==> src/hdl/afs_pkg.sv <==
package afs_pkg;
  // sizes
  localparam int NUM_AXES = 4;
  localparam int NUM_PAIRS = 2;
  localparam int HALL_BITS = 3;
  localparam int STATUS_WIDTH = 8;
  localparam int SYNC_STAGES = 2;
  // status query selectors
  localparam logic [1:0] SEL_SUPPLY = 2'h0;
  localparam logic [1:0] SEL_HALL = 2'h1;
  localparam logic [1:0] SEL_CONT_CURRENT = 2'h2;
  localparam logic [1:0] SEL_ESTOP = 2'h3;
  // field positions inside selector 0
  localparam int BIT_UNDER_VOLT = 0;
  localparam int BIT_OVER_VOLT = 1;
  localparam int BIT_OVER_TEMP = 2;
  localparam int BIT_OVER_CURR = 3;
  // field position inside selector 3
  localparam int BIT_ESTOP = 0;
  // illegal hall patterns with 120 degree phasing
  localparam logic [2:0] HALL_ALL_LOW = 3'h0;
  localparam logic [2:0] HALL_ALL_HIGH = 3'h7;
  // values after reset
  localparam logic RST_AMP_ENABLE = 1'b0;
  localparam logic RST_MOTOR_OFF = 1'b1;
  localparam logic RST_RELAY = 1'b0;
  localparam logic [7:0] RST_STATUS = 8'h00;
endpackage : afs_pkg

==> src/hdl/afs_sync_if.sv <==
`timescale 1ns/10ps
interface afs_sync_if #(
  parameter int WIDTH = 1
);
  logic [WIDTH-1:0] raw;
  logic [WIDTH-1:0] synced;
  modport user (output raw, input synced);
  modport stage (input raw, output synced);
endinterface : afs_sync_if

==> src/hdl/afs_sync.sv <==
`timescale 1ns/10ps
module afs_sync #(
  parameter int WIDTH = 1
) (
  input wire logic clock_in,
  input wire logic rstn_in,
  afs_sync_if.stage bus
);
  typedef struct packed {
    logic [WIDTH-1:0] meta;
    logic [WIDTH-1:0] out;
  } afs_sync_state_t;

  afs_sync_state_t state_q;
  afs_sync_state_t state_d;

  // first stage feeds only the second stage
  always_comb begin
    state_d.meta = bus.raw;
    state_d.out = state_q.meta;
  end

  always_ff @(posedge clock_in or negedge rstn_in) begin
    if (!rstn_in) begin
      state_q <= '0;
    end else begin
      state_q <= state_d;
    end
  end

  assign bus.synced = state_q.out;
endmodule : afs_sync

==> src/hdl/amp_fault_supervisor.sv <==
`timescale 1ns/10ps
// Overview of operation
// - emergency stop forces amplifier off in hardware, latched until motor-off then servo-on
// - emergency stop sets selector 3 status and starts the error handler
// - hall patterns 000 and 111 are hall errors under 120 degree phasing
// - status query takes selector 0 to 3, returns eight-bit fault value
// - selector 0 reports under-voltage, over-voltage, over-current, over-temperature
// - selector 1 gives per-axis hall errors, selector 2 continuous-limit excess
// - handler starts only if thread zero runs and holds the handler label
// - status reads have no side effects and raise no error
// - over-voltage disables only while present, no latch, no handler
// - hall error disables when off-on-error set, starts handler if present
// - amplifier disabled below 18 V, resumes by itself above it
// - under-voltage at power-up starts the handler automatically
// - disable above 94 V, re-enable only below 90 V
// - pair current over 20 A latches off until clear plus servo-on or reset
// - over-current shutdown ignores off-on-error and handler presence
// - early revisions: over 100 C disables, starts handler, self-recovers
// - later revisions: over-temperature latches until below 80 C plus servo-on
// - relay option disconnects motor leads whenever in motor-off state
// - raw hall inputs readable by a separate query
module amp_fault_supervisor #(
  parameter int NUM_AXES = afs_pkg::NUM_AXES,
  parameter int NUM_PAIRS = afs_pkg::NUM_PAIRS
) (
  input wire logic clock_in,
  input wire logic resetn_in,
  input wire logic emergency_stop_input_in,
  input wire logic supply_below_18v_in,
  input wire logic supply_above_94v_in,
  input wire logic supply_below_90v_in,
  input wire logic temp_above_100c_in,
  input wire logic temp_above_80c_in,
  input wire logic late_revision_strap_in,
  input wire logic [NUM_PAIRS-1:0] pair_over_20a_in,
  input wire logic [afs_pkg::HALL_BITS*NUM_AXES-1:0] hall_in,
  input wire logic [NUM_AXES-1:0] over_continuous_in,
  input wire logic [NUM_AXES-1:0] brush_mode_in,
  input wire logic [NUM_AXES-1:0] phasing_60_in,
  input wire logic [NUM_AXES-1:0] off_on_error_in,
  input wire logic solid_state_relay_option_in,
  input wire logic motor_off_command_in,
  input wire logic servo_on_command_in,
  input wire logic controller_reset_command_in,
  input wire logic thread0_running_in,
  input wire logic handler_label_present_in,
  input wire logic amp_status_query_in,
  input wire logic [1:0] status_select_in,
  input wire logic hall_state_query_in,
  output logic amp_enable_out,
  output logic motor_off_state_out,
  output logic relay_connect_out,
  output logic amp_error_handler_out,
  output logic [afs_pkg::STATUS_WIDTH-1:0] status_data_out,
  output logic status_valid_out,
  output logic [afs_pkg::HALL_BITS*NUM_AXES-1:0] hall_state_out,
  output logic hall_state_valid_out
);
  localparam int HW = afs_pkg::HALL_BITS * NUM_AXES;
  localparam int SW = 7 + NUM_PAIRS + HW;
  localparam int STW = afs_pkg::STATUS_WIDTH;

  ////////////////////////////////////////////////////////////////////////////
  // reset release
  logic [afs_pkg::SYNC_STAGES-1:0] rst_pipe_q;
  logic rstn;

  always_ff @(posedge clock_in or negedge resetn_in) begin
    if (!resetn_in) begin
      rst_pipe_q <= '0;
    end else begin
      rst_pipe_q <= {rst_pipe_q[afs_pkg::SYNC_STAGES-2:0], 1'b1};
    end
  end

  assign rstn = rst_pipe_q[afs_pkg::SYNC_STAGES-1];

  ////////////////////////////////////////////////////////////////////////////
  // pin synchronisers
  afs_sync_if #(.WIDTH(SW)) pins_if ();

  assign pins_if.raw = {late_revision_strap_in, hall_in, pair_over_20a_in,
                        temp_above_80c_in, temp_above_100c_in, supply_below_90v_in,
                        supply_above_94v_in, supply_below_18v_in, emergency_stop_input_in};

  afs_sync #(.WIDTH(SW)) u_sync (
    .clock_in(clock_in),
    .rstn_in(rstn),
    .bus(pins_if.stage)
  );

  logic estop_s;
  logic uv_s;
  logic above94_s;
  logic below90_s;
  logic t100_s;
  logic t80_s;
  logic [NUM_PAIRS-1:0] oc_s;
  logic [HW-1:0] hall_s;
  logic strap_s;

  assign estop_s = pins_if.synced[0];
  assign uv_s = pins_if.synced[1];
  assign above94_s = pins_if.synced[2];
  assign below90_s = pins_if.synced[3];
  assign t100_s = pins_if.synced[4];
  assign t80_s = pins_if.synced[5];
  assign oc_s = pins_if.synced[6 +: NUM_PAIRS];
  assign hall_s = pins_if.synced[6 + NUM_PAIRS +: HW];
  assign strap_s = pins_if.synced[SW-1];

  ////////////////////////////////////////////////////////////////////////////
  // state
  typedef struct packed {
    logic [afs_pkg::SYNC_STAGES-1:0] warm;
    logic strap_done;
    logic late_rev;
    logic estop_latch;
    logic mo_seen;
    logic motor_off;
    logic ov;
    logic [NUM_PAIRS-1:0] oc;
    logic ot_latch;
    logic [NUM_AXES-1:0] hall_prev;
    logic uv_prev;
    logic ot_prev;
    logic estop_prev;
    logic oc_prev;
    logic amp_en;
    logic relay;
    logic handler;
    logic [STW-1:0] status;
    logic status_valid;
    logic [HW-1:0] hall_state;
    logic hall_valid;
  } afs_state_t;

  afs_state_t state_q;
  afs_state_t state_d;

  logic [NUM_AXES-1:0] hall_err;
  logic [NUM_AXES-1:0] hall_off;
  logic ot_active;
  logic oc_any;
  logic fault_any;
  logic event_any;
  logic [STW-1:0] sel0;
  logic [STW-1:0] sel1;
  logic [STW-1:0] sel2;
  logic [STW-1:0] sel3;

  ////////////////////////////////////////////////////////////////////////////
  // next state
  always_comb begin
    state_d = state_q;

    // revision strap is caught once, after the pin synchroniser has filled
    state_d.warm = {state_q.warm[afs_pkg::SYNC_STAGES-2:0], 1'b1};
    if (state_q.warm[afs_pkg::SYNC_STAGES-1] && !state_q.strap_done) begin
      state_d.strap_done = 1'b1;
      state_d.late_rev = strap_s;
    end

    for (int a = 0; a < NUM_AXES; a++) begin
      hall_err[a] = !brush_mode_in[a] && !phasing_60_in[a] &&
                    ((hall_s[a*afs_pkg::HALL_BITS +: afs_pkg::HALL_BITS] ==
                      afs_pkg::HALL_ALL_LOW) ||
                     (hall_s[a*afs_pkg::HALL_BITS +: afs_pkg::HALL_BITS] ==
                      afs_pkg::HALL_ALL_HIGH));
      hall_off[a] = hall_err[a] && off_on_error_in[a];
    end

    // over-voltage hysteresis, transient only
    if (above94_s) begin
      state_d.ov = 1'b1;
    end else if (below90_s) begin
      state_d.ov = 1'b0;
    end

    // recovery commands: clears first, hardware sets below win
    if (controller_reset_command_in) begin
      state_d.estop_latch = 1'b0;
      state_d.mo_seen = 1'b0;
      state_d.motor_off = 1'b0;
      state_d.oc = '0;
      state_d.ot_latch = 1'b0;
    end else begin
      if (motor_off_command_in) begin
        state_d.motor_off = 1'b1;
        state_d.mo_seen = 1'b1;
      end else if (servo_on_command_in) begin
        state_d.motor_off = 1'b0;
        state_d.mo_seen = 1'b0;
        if (state_q.mo_seen && !estop_s) begin
          state_d.estop_latch = 1'b0;
        end
        for (int p = 0; p < NUM_PAIRS; p++) begin
          if (!oc_s[p]) begin
            state_d.oc[p] = 1'b0;
          end
        end
        if (!t80_s) begin
          state_d.ot_latch = 1'b0;
        end
      end
    end

    if (estop_s) begin
      state_d.estop_latch = 1'b1;
      state_d.mo_seen = 1'b0;
    end
    // over-current latches regardless of off-on-error or handler
    for (int p = 0; p < NUM_PAIRS; p++) begin
      if (oc_s[p]) begin
        state_d.oc[p] = 1'b1;
      end
    end
    if (state_q.late_rev && t80_s) begin
      state_d.ot_latch = 1'b1;
    end
    if (|hall_off) begin
      state_d.motor_off = 1'b1;
    end

    ot_active = state_q.late_rev ? state_q.ot_latch : t100_s;
    oc_any = |state_q.oc;

    // any active fault drops the enable; hall errors only through motor-off when off-on-error is set
    fault_any = estop_s || state_q.estop_latch || state_q.motor_off || uv_s ||
                state_q.ov || oc_any || ot_active;
    state_d.amp_en = !fault_any;

    // motor-off state opens the relay when the option is fitted
    state_d.relay = !solid_state_relay_option_in ||
                    !(state_q.motor_off || state_q.estop_latch || estop_s);

    // handler events on new faults; over-voltage excluded
    state_d.uv_prev = uv_s;
    state_d.ot_prev = ot_active;
    state_d.estop_prev = estop_s;
    state_d.oc_prev = oc_any;
    state_d.hall_prev = hall_err;
    event_any = (uv_s && !state_q.uv_prev) ||
                (ot_active && !state_q.ot_prev) ||
                (estop_s && !state_q.estop_prev) ||
                (oc_any && !state_q.oc_prev) ||
                (|(hall_err & ~state_q.hall_prev));
    state_d.handler = event_any && thread0_running_in &&
                      handler_label_present_in;

    // status selectors, read-only views
    sel0 = '0;
    sel0[afs_pkg::BIT_UNDER_VOLT] = uv_s;
    sel0[afs_pkg::BIT_OVER_VOLT] = state_q.ov;
    sel0[afs_pkg::BIT_OVER_TEMP] = ot_active;
    sel0[afs_pkg::BIT_OVER_CURR +: NUM_PAIRS] = state_q.oc;
    sel1 = '0;
    sel1[NUM_AXES-1:0] = hall_err;
    sel2 = '0;
    sel2[NUM_AXES-1:0] = over_continuous_in;
    sel3 = '0;
    sel3[afs_pkg::BIT_ESTOP] = state_q.estop_latch || estop_s;

    // reads only capture data, nothing else changes
    state_d.status_valid = amp_status_query_in;
    if (amp_status_query_in) begin
      unique case (status_select_in)
        afs_pkg::SEL_SUPPLY: state_d.status = sel0;
        afs_pkg::SEL_HALL: state_d.status = sel1;
        afs_pkg::SEL_CONT_CURRENT: state_d.status = sel2;
        afs_pkg::SEL_ESTOP: state_d.status = sel3;
      endcase
    end
    state_d.hall_valid = hall_state_query_in;
    if (hall_state_query_in) begin
      state_d.hall_state = hall_s;
    end
  end

  ////////////////////////////////////////////////////////////////////////////
  // registers
  always_ff @(posedge clock_in or negedge rstn) begin
    if (!rstn) begin
      state_q <= '0;
      state_q.motor_off <= afs_pkg::RST_MOTOR_OFF;
      state_q.amp_en <= afs_pkg::RST_AMP_ENABLE;
      state_q.relay <= afs_pkg::RST_RELAY;
      state_q.status <= afs_pkg::RST_STATUS;
    end else begin
      state_q <= state_d;
    end
  end

  ////////////////////////////////////////////////////////////////////////////
  // outputs
  assign amp_enable_out = state_q.amp_en;
  assign motor_off_state_out = state_q.motor_off;
  assign relay_connect_out = state_q.relay;
  assign amp_error_handler_out = state_q.handler;
  assign status_data_out = state_q.status;
  assign status_valid_out = state_q.status_valid;
  assign hall_state_out = state_q.hall_state;
  assign hall_state_valid_out = state_q.hall_valid;

endmodule : amp_fault_supervisor

==> config.mk <==
export PLATFORM = sky130hd
export DESIGN_NAME = amp_fault_supervisor
export DESIGN_NICKNAME = d
export VERILOG_FILES = /design/src/hdl/afs_pkg.sv /design/src/hdl/afs_sync_if.sv /design/src/hdl/afs_sync.sv /design/src/hdl/amp_fault_supervisor.sv
export SDC_FILE = /design/constraint.sdc
export NUM_CORES = 1
export LEC_CHECK = 0
export ABC_AREA = 0
export BUFFER_PORTS_ARGS = -buffer_cell sky130_fd_sc_hd__buf_2
export CAP_MARGIN = 0
export CORE_UTILIZATION = 55
export CTS_CLUSTER_DIAMETER = 40
export DETAILED_ROUTE_END_ITERATION = 16
export PLACE_DENSITY = 0.82
export SETUP_SLACK_MARGIN = 0.4
export SLEW_MARGIN = 20
export SYNTH_ARGS = -nofsm -noshare
export SYNTH_HDL_FRONTEND = slang
export SYNTH_SLANG_ARGS = --single-unit
==> constraint.sdc <==
create_clock -name clock_in -period 3.9 [get_ports clock_in]
set_clock_uncertainty 0.15 [all_clocks]
set_input_delay 0.78 -clock clock_in [delete_from_list [all_inputs] [get_ports clock_in]]
set_output_delay 0.78 -clock clock_in [all_outputs]
set_load 0.02 [all_outputs]
# Word-level counts from Yosys, hierarchy flattened
# Cells that the tools add are included.
word_totals:
  register_bits: 88
  elab_cells: 134
classes:
  bitwise_logic: 2
  n_mux: 20
  n_eq_ne: 12
  reduce_logical: 75
ops:
  columns: ["operator", "count"]
  rows:
  - ["$pmux W8 S4", 1]
  - ["$logic_and A1 B1 Y1", 21]
  - ["$logic_not A1 Y1", 17]
  - ["$logic_or A1 B1 Y1", 17]
  - ["$mux W3", 5]
  - ["$reduce_bool A3 Y1", 5]
  - ["$eq A3 B3 Y1 const B", 4]
  - ["$logic_not A3 Y1", 4]
  - ["$mux W1", 12]
  - ["$ne A3 B1 Y1 const B", 4]
  - ["$reduce_bool A4 Y1", 2]
  - ["$reduce_or A4 Y1", 2]
  - ["$reduce_and A3 Y1", 2]
  - ["$and A4 B4 Y4", 1]
  - ["$eq A2 B2 Y1 const B", 2]
  - ["$mux W2", 2]
  - ["$not A4 Y4", 1]
  - ["$reduce_and A2 Y1", 2]
  - ["$ne A3 B3 Y1 const B", 1]
  - ["$eq A2 B1 Y1 const B", 1]
  - ["$logic_not A2 Y1", 1]
  - ["$reduce_bool A2 Y1", 1]
  - ["$reduce_or A2 Y1", 1]

# Depth between registers and ports, before layout
logic_depth:
  word_depth: 8
  ltp_mapped: 5
  depth_no_buf: 4

# Hierarchy
# From an unflattened synthesis, not the netlist that was laid out.
unflattened:
  cells_unflattened: 196
  area_unflattened_um2: 2927.8
by_module_without_submodules:
  columns: ["module", "area_per_inst_um2", "cells_per_inst", "instances"]
  rows:
  - ["amp_fault_supervisor", 1876.8, 154, 1]
  - ["afs_sync", 1051.0, 42, 1]

# Worst setup path after synthesis
# No wires, ideal clock.
synth_timing:
  kind: "input -> register"
  startpoint: "in status_select_in[1]"
  endpoint: "reg state_q, in the netlist status_data_out[0]"
  n_path_buf: 1
  setup_time_ps: 125
  arrival_time_ps: 1578
  path_stages: 3
  slack_ps: 2047
  cell_sequence: "clkbuf_1 > mux4_1 > mux2_4"
synth_via:
  elab_chain_cells: 2
  word_cells_on_any_way: 5
  cone_classes: "eq/ne (3); mux (1); reduce/logical (1)"
synth_lines:
  columns: ["element", "line", "source"]
  rows:
  - ["from (decl)", "amp_fault_supervisor.sv:48", "input wire logic [1:0] status_select_in,"]
  - ["$eq A2 B2 Y1 (tied with other cells)", "amp_fault_supervisor.sv:267", "unique case (status_select_in)"]
  - ["$pmux W8 S4 (*)", "amp_fault_supervisor.sv:267", null]
  - ["to (signal assigned)", "amp_fault_supervisor.sv:290", "state_q <= state_d;"]
  - ["to (decl)", "amp_fault_supervisor.sv:138", "afs_state_t state_q;"]
# Every way passes the cells marked *; elsewhere a longest branch is shown, timed or not. The select of a mux whose other input is x is not followed.
# A chain may end at the register's enable or synchronous reset.

# Worst setup path in the final report
layout_timing:
  startpoint: "reg state_q, in the netlist motor_off_state_out"
  endpoint: "out motor_off_state_out"
layout_lines:
  columns: ["element", "line", "source"]
  rows:
  - ["to (decl)", "amp_fault_supervisor.sv:51", "output logic motor_off_state_out,"]
# No word-level cell between the ends.

==> summary.txt <==
Setup path
  – Critical path buffers and inverters: 1
  – Cell with the biggest individual delay on the critical path: sky130_fd_sc_hd__dfstp_2
  – Worst endpoint required time: 2.97 ns
  – Critical Path Start Type: register
  – R2R Path Start: u_sync.bus.synced[11]$_DFF_PN0_
  – Maximum fanout count along the critical path: 3
  – Capturing element type of the critical path: primary output
  – Series of cell instances along the critical path: buf_2
  – Delay of the slowest critical-path stage: 0.55 ns
  – Flop-to-flop setup slack: 2.11 ns
  – Worst Path Arrival: approximately 1.1 ns
  – Reg-to-reg endpoint: amp_error_handler_out$_DFF_PN0_
  – Depth of the most critical reg-to-reg path: 4
  – CP top delay family: flip-flops
  – Worst setup path class: reg2out

Clocking
  – Hold buffer count at CTS: 0
  – H-tree Lvls: 3
  – Clock root buffer: sky130_fd_sc_hd__clkbuf_8
  – Post-cts gate resize count: 0
  – Num Clock Sinks: 85
  – Setup fix buffers added after clock tree synthesis: 0
  – TritonCTS clock tree: done
  – Clock edge transition at the registers on the reported setup and hold paths: 0.08 ns
  – Number of buffers created by CTS: 9
  – Clk Latency, worst-skew pair: 0.33 ns
  – CTS max path bufs: 2

Detailed routing
  – 1st-iter DRT viols: 127
  – Final ANT Viol Nets: 0
  – Per-cell routed wire length: roughly 13 µm
  – DRC violation count after routing: 0
  – Initial DRT Pass Iterations: 4
  – Per-cell via count in the routed design: about 4.8
  – Routed vias: 1592
  – Routed wire length: ~4400 µm

Finish
  – Area grow syn2layout: 16.2%
  – Most frequent standard cell in the layout excluding fill and tap cells: sky130_fd_sc_hd__dfrtp_1
  – Fraction of final layout cells sized beyond drive strength 1: 0.424
  – Number of diodes: 0
  – Leading cell types in the layout, fill and taps excluded: sky130_fd_sc_hd__dfrtp_1, sky130_fd_sc_hd__buf_2, sky130_fd_sc_hd__mux2_2
  – Util after Layout: 0.666
  – Net count reported at finish: ~300
  – Number of filler cells placed in the layout: 396

Synthesis
  – Cell area after technology mapping: 2930 µm²
  – Syn Area/Cell: approximately 15 µm²
  – Sequential-to-total area share from yosys stat: 0.727
  – FF+latch count, synth: 85
  – Most used flip-flop cell after synthesis: sky130_fd_sc_hd__dfrtp_1
  – Top area cells in the synthesized netlist: sky130_fd_sc_hd__dfrtp_1, sky130_fd_sc_hd__mux2_2, sky130_fd_sc_hd__buf_4, sky130_fd_sc_hd__inv_1, sky130_fd_sc_hd__a21oi_1
  – Distinct cells, synth: 32
  – Yosys top cell area share: 0.718
  – Dominant cell type by area after synthesis: sky130_fd_sc_hd__dfrtp_1
  – Number of warnings printed during yosys synthesis: 0
  – Async SR Flop Fraction: 1.00
  – Cells after Synth: 195
  – Count of flip-flops with a built-in enable after synthesis: 0

Floorplanning
  – Number of cell rows: 26
  – Chip Width: about 75 µm
  – Height of the die: ~75 µm
  – Core Footprint: 5110 µm²
  – I/O pin count: 75
  – Initial standard-cell utilization of the core: 0.573
  – Total Die Area: 5620 µm²

Power
  – Clock power share: 0.324
  – VDD IR max: approximately 0.25 mV
  – Static leakage power: 1.62 nW
  – Total net switching power: 0.390 mW
  – Sequential share of power: 0.591
  – Internal power of the cells: 1.27 mW
  – Combinational power share: 0.085
  – Switching fraction of total power: 0.236
  – Power per cell area: 487 nW/µm²

Timing
  – Slew margin rel.: 0.334
  – Final hold viol count: 0
  – Final setup margin: around 1.9 ns
  – Final Slew Violations: 0
  – Minimum clock period: 1.98 ns
  – Setup repair after global routing missed its margin: no
  – Slew at the pin with the worst max-slew slack: 0.998 ns
  – Number of failing setup endpoints in the final timing report: 0
  – Accumulated negative setup slack: 0 ns
  – Period Utilization, post-route: 0.507
  – Highest attainable clock frequency: 0.505 GHz

Global routing
  – Remaining Overflow, GRT: 0
  – Vias in the first global route: 1416
  – Global-route usage over all layers: 0.172
  – Global-route wire length before repair: 6700 µm
  – Antenna violations before repair: 0
  – Maximum number of pins on one net before global-route repair: 84

Job
  – # Max-Cap Violations: 0

Run status
  – Run status: finished, final reports clean

Place
  – Port buffer count: between 70 and 80
  – HPWL after detailed placement: 3150 µm
  – GPL Wtd Cong: 0.755
  – Worst setup slack after placement: 1.89 ns

Hold path
  – Type of the worst min-delay path: in2async
==> Yosys cell counts (all sizes together), types with 2 or more instances <==
| cell | count |
|---|---|
| nand3 | 4 |
| nand2 | 5 |
| a211oi | 4 |
| or3 | 7 |
| inv | 11 |
| dfrtp | 84 |
| a21oi | 8 |
| a21o | 3 |
| mux2i | 3 |
| nor2 | 8 |
| or2 | 2 |
| buf | 21 |
| conb | 2 |
| nor3 | 2 |
| clkbuf | 2 |
| a222oi | 2 |
| nor2b | 2 |
| mux2 | 15 |
==> worst max path at each step <==
stage | slack, ns | start | to | cells after the start
after global placement | 1.91 | status_select_in[0] | status_data_out[0]$_DFFE_PN0P_ | 3
after floorplan | 1.21 | rst_pipe_q[1]$_DFF_PN0_ | amp_enable_out$_DFF_PN0_ | 0
after global routing | 1.88 | motor_off_state_out$_DFFE_PN1P_ | motor_off_state_out | 1
after CTS | 1.90 | motor_off_state_out$_DFFE_PN1P_ | motor_off_state_out | 1
after detailed placement | 1.89 | status_select_in[0] | status_data_out[0]$_DFFE_PN0P_ | 3
final | 1.92 | motor_off_state_out$_DFFE_PN1P_ | motor_off_state_out | 1
==> power by group through the flow <==
| stage | Clock (mW) | Sequential [mW] | Combinational [mW] |
|---|---|---|---|
| detailed placement | 0 | 0.999 | 0.141 |
| floorplan | 0 | 0.990 | 0.108 |
| CTS | 0.559 | 0.981 | 0.142 |
| finish | 0.537 | 0.979 | 0.140 |
| global route | 0.597 | 0.990 | 0.154 |
| global placement | 0 | 0.994 | 0.139 |
==> through the flow <==
stage               cell area, µm²  power [mW]  std cells  hold WS (ns)
CTS                           3400        1.68        332        0.0444
global placement              3220        1.13        316         0.181
finish                        3400        1.66        332        0.0693
floorplan                     2940        1.10        198         0.181
detailed placement            3220        1.14        316         0.185
global route                  3400        1.74        332        0.0473
==> kinds of logic after synthesis <==
family,share of synthesized area
flops,0.727
simple gates,0.0543
buf+inv,0.0692
compound gates,0.0688
mux,0.0782
other cells,0.00257
==> flip-flops by register name (all words and copies together), names as in the netlist <==
name and cells:
amp_error_handler_out 1, motor_off_state_out 1, state_q 14, hall_state_valid_out 1
status_data_out 5, sel0 3, rst_pipe_q 2, status_valid_out 1
u_sync.state_d 21, state_d 1, relay_connect_out 1, amp_enable_out 1
u_sync.bus.synced 21, hall_state_out 12
==> cell type report <==
type	count	area (µm²)	area share
sequential	85	2130	0.627
multi-input combinational	79	608	0.179
timing repair buffer	71	355	0.104
clock buffer	12	155	0.0456
tap	70	87.6	0.0257
inverter	11	41.3	0.0121
clock inverter	4	22.5	0.00662
==> per-layer routing <==
| metal | wire [µm] | track usage |
|---|---|---|
| met4 | 46 | 0.0818 |
| met1 | 1940 | 0.220 |
| met3 | 273 | 0.0589 |
| met2 | 2160 | 0.266 |
| met5 | 0 | 0 |
Power figures use the tool's default switching activity.
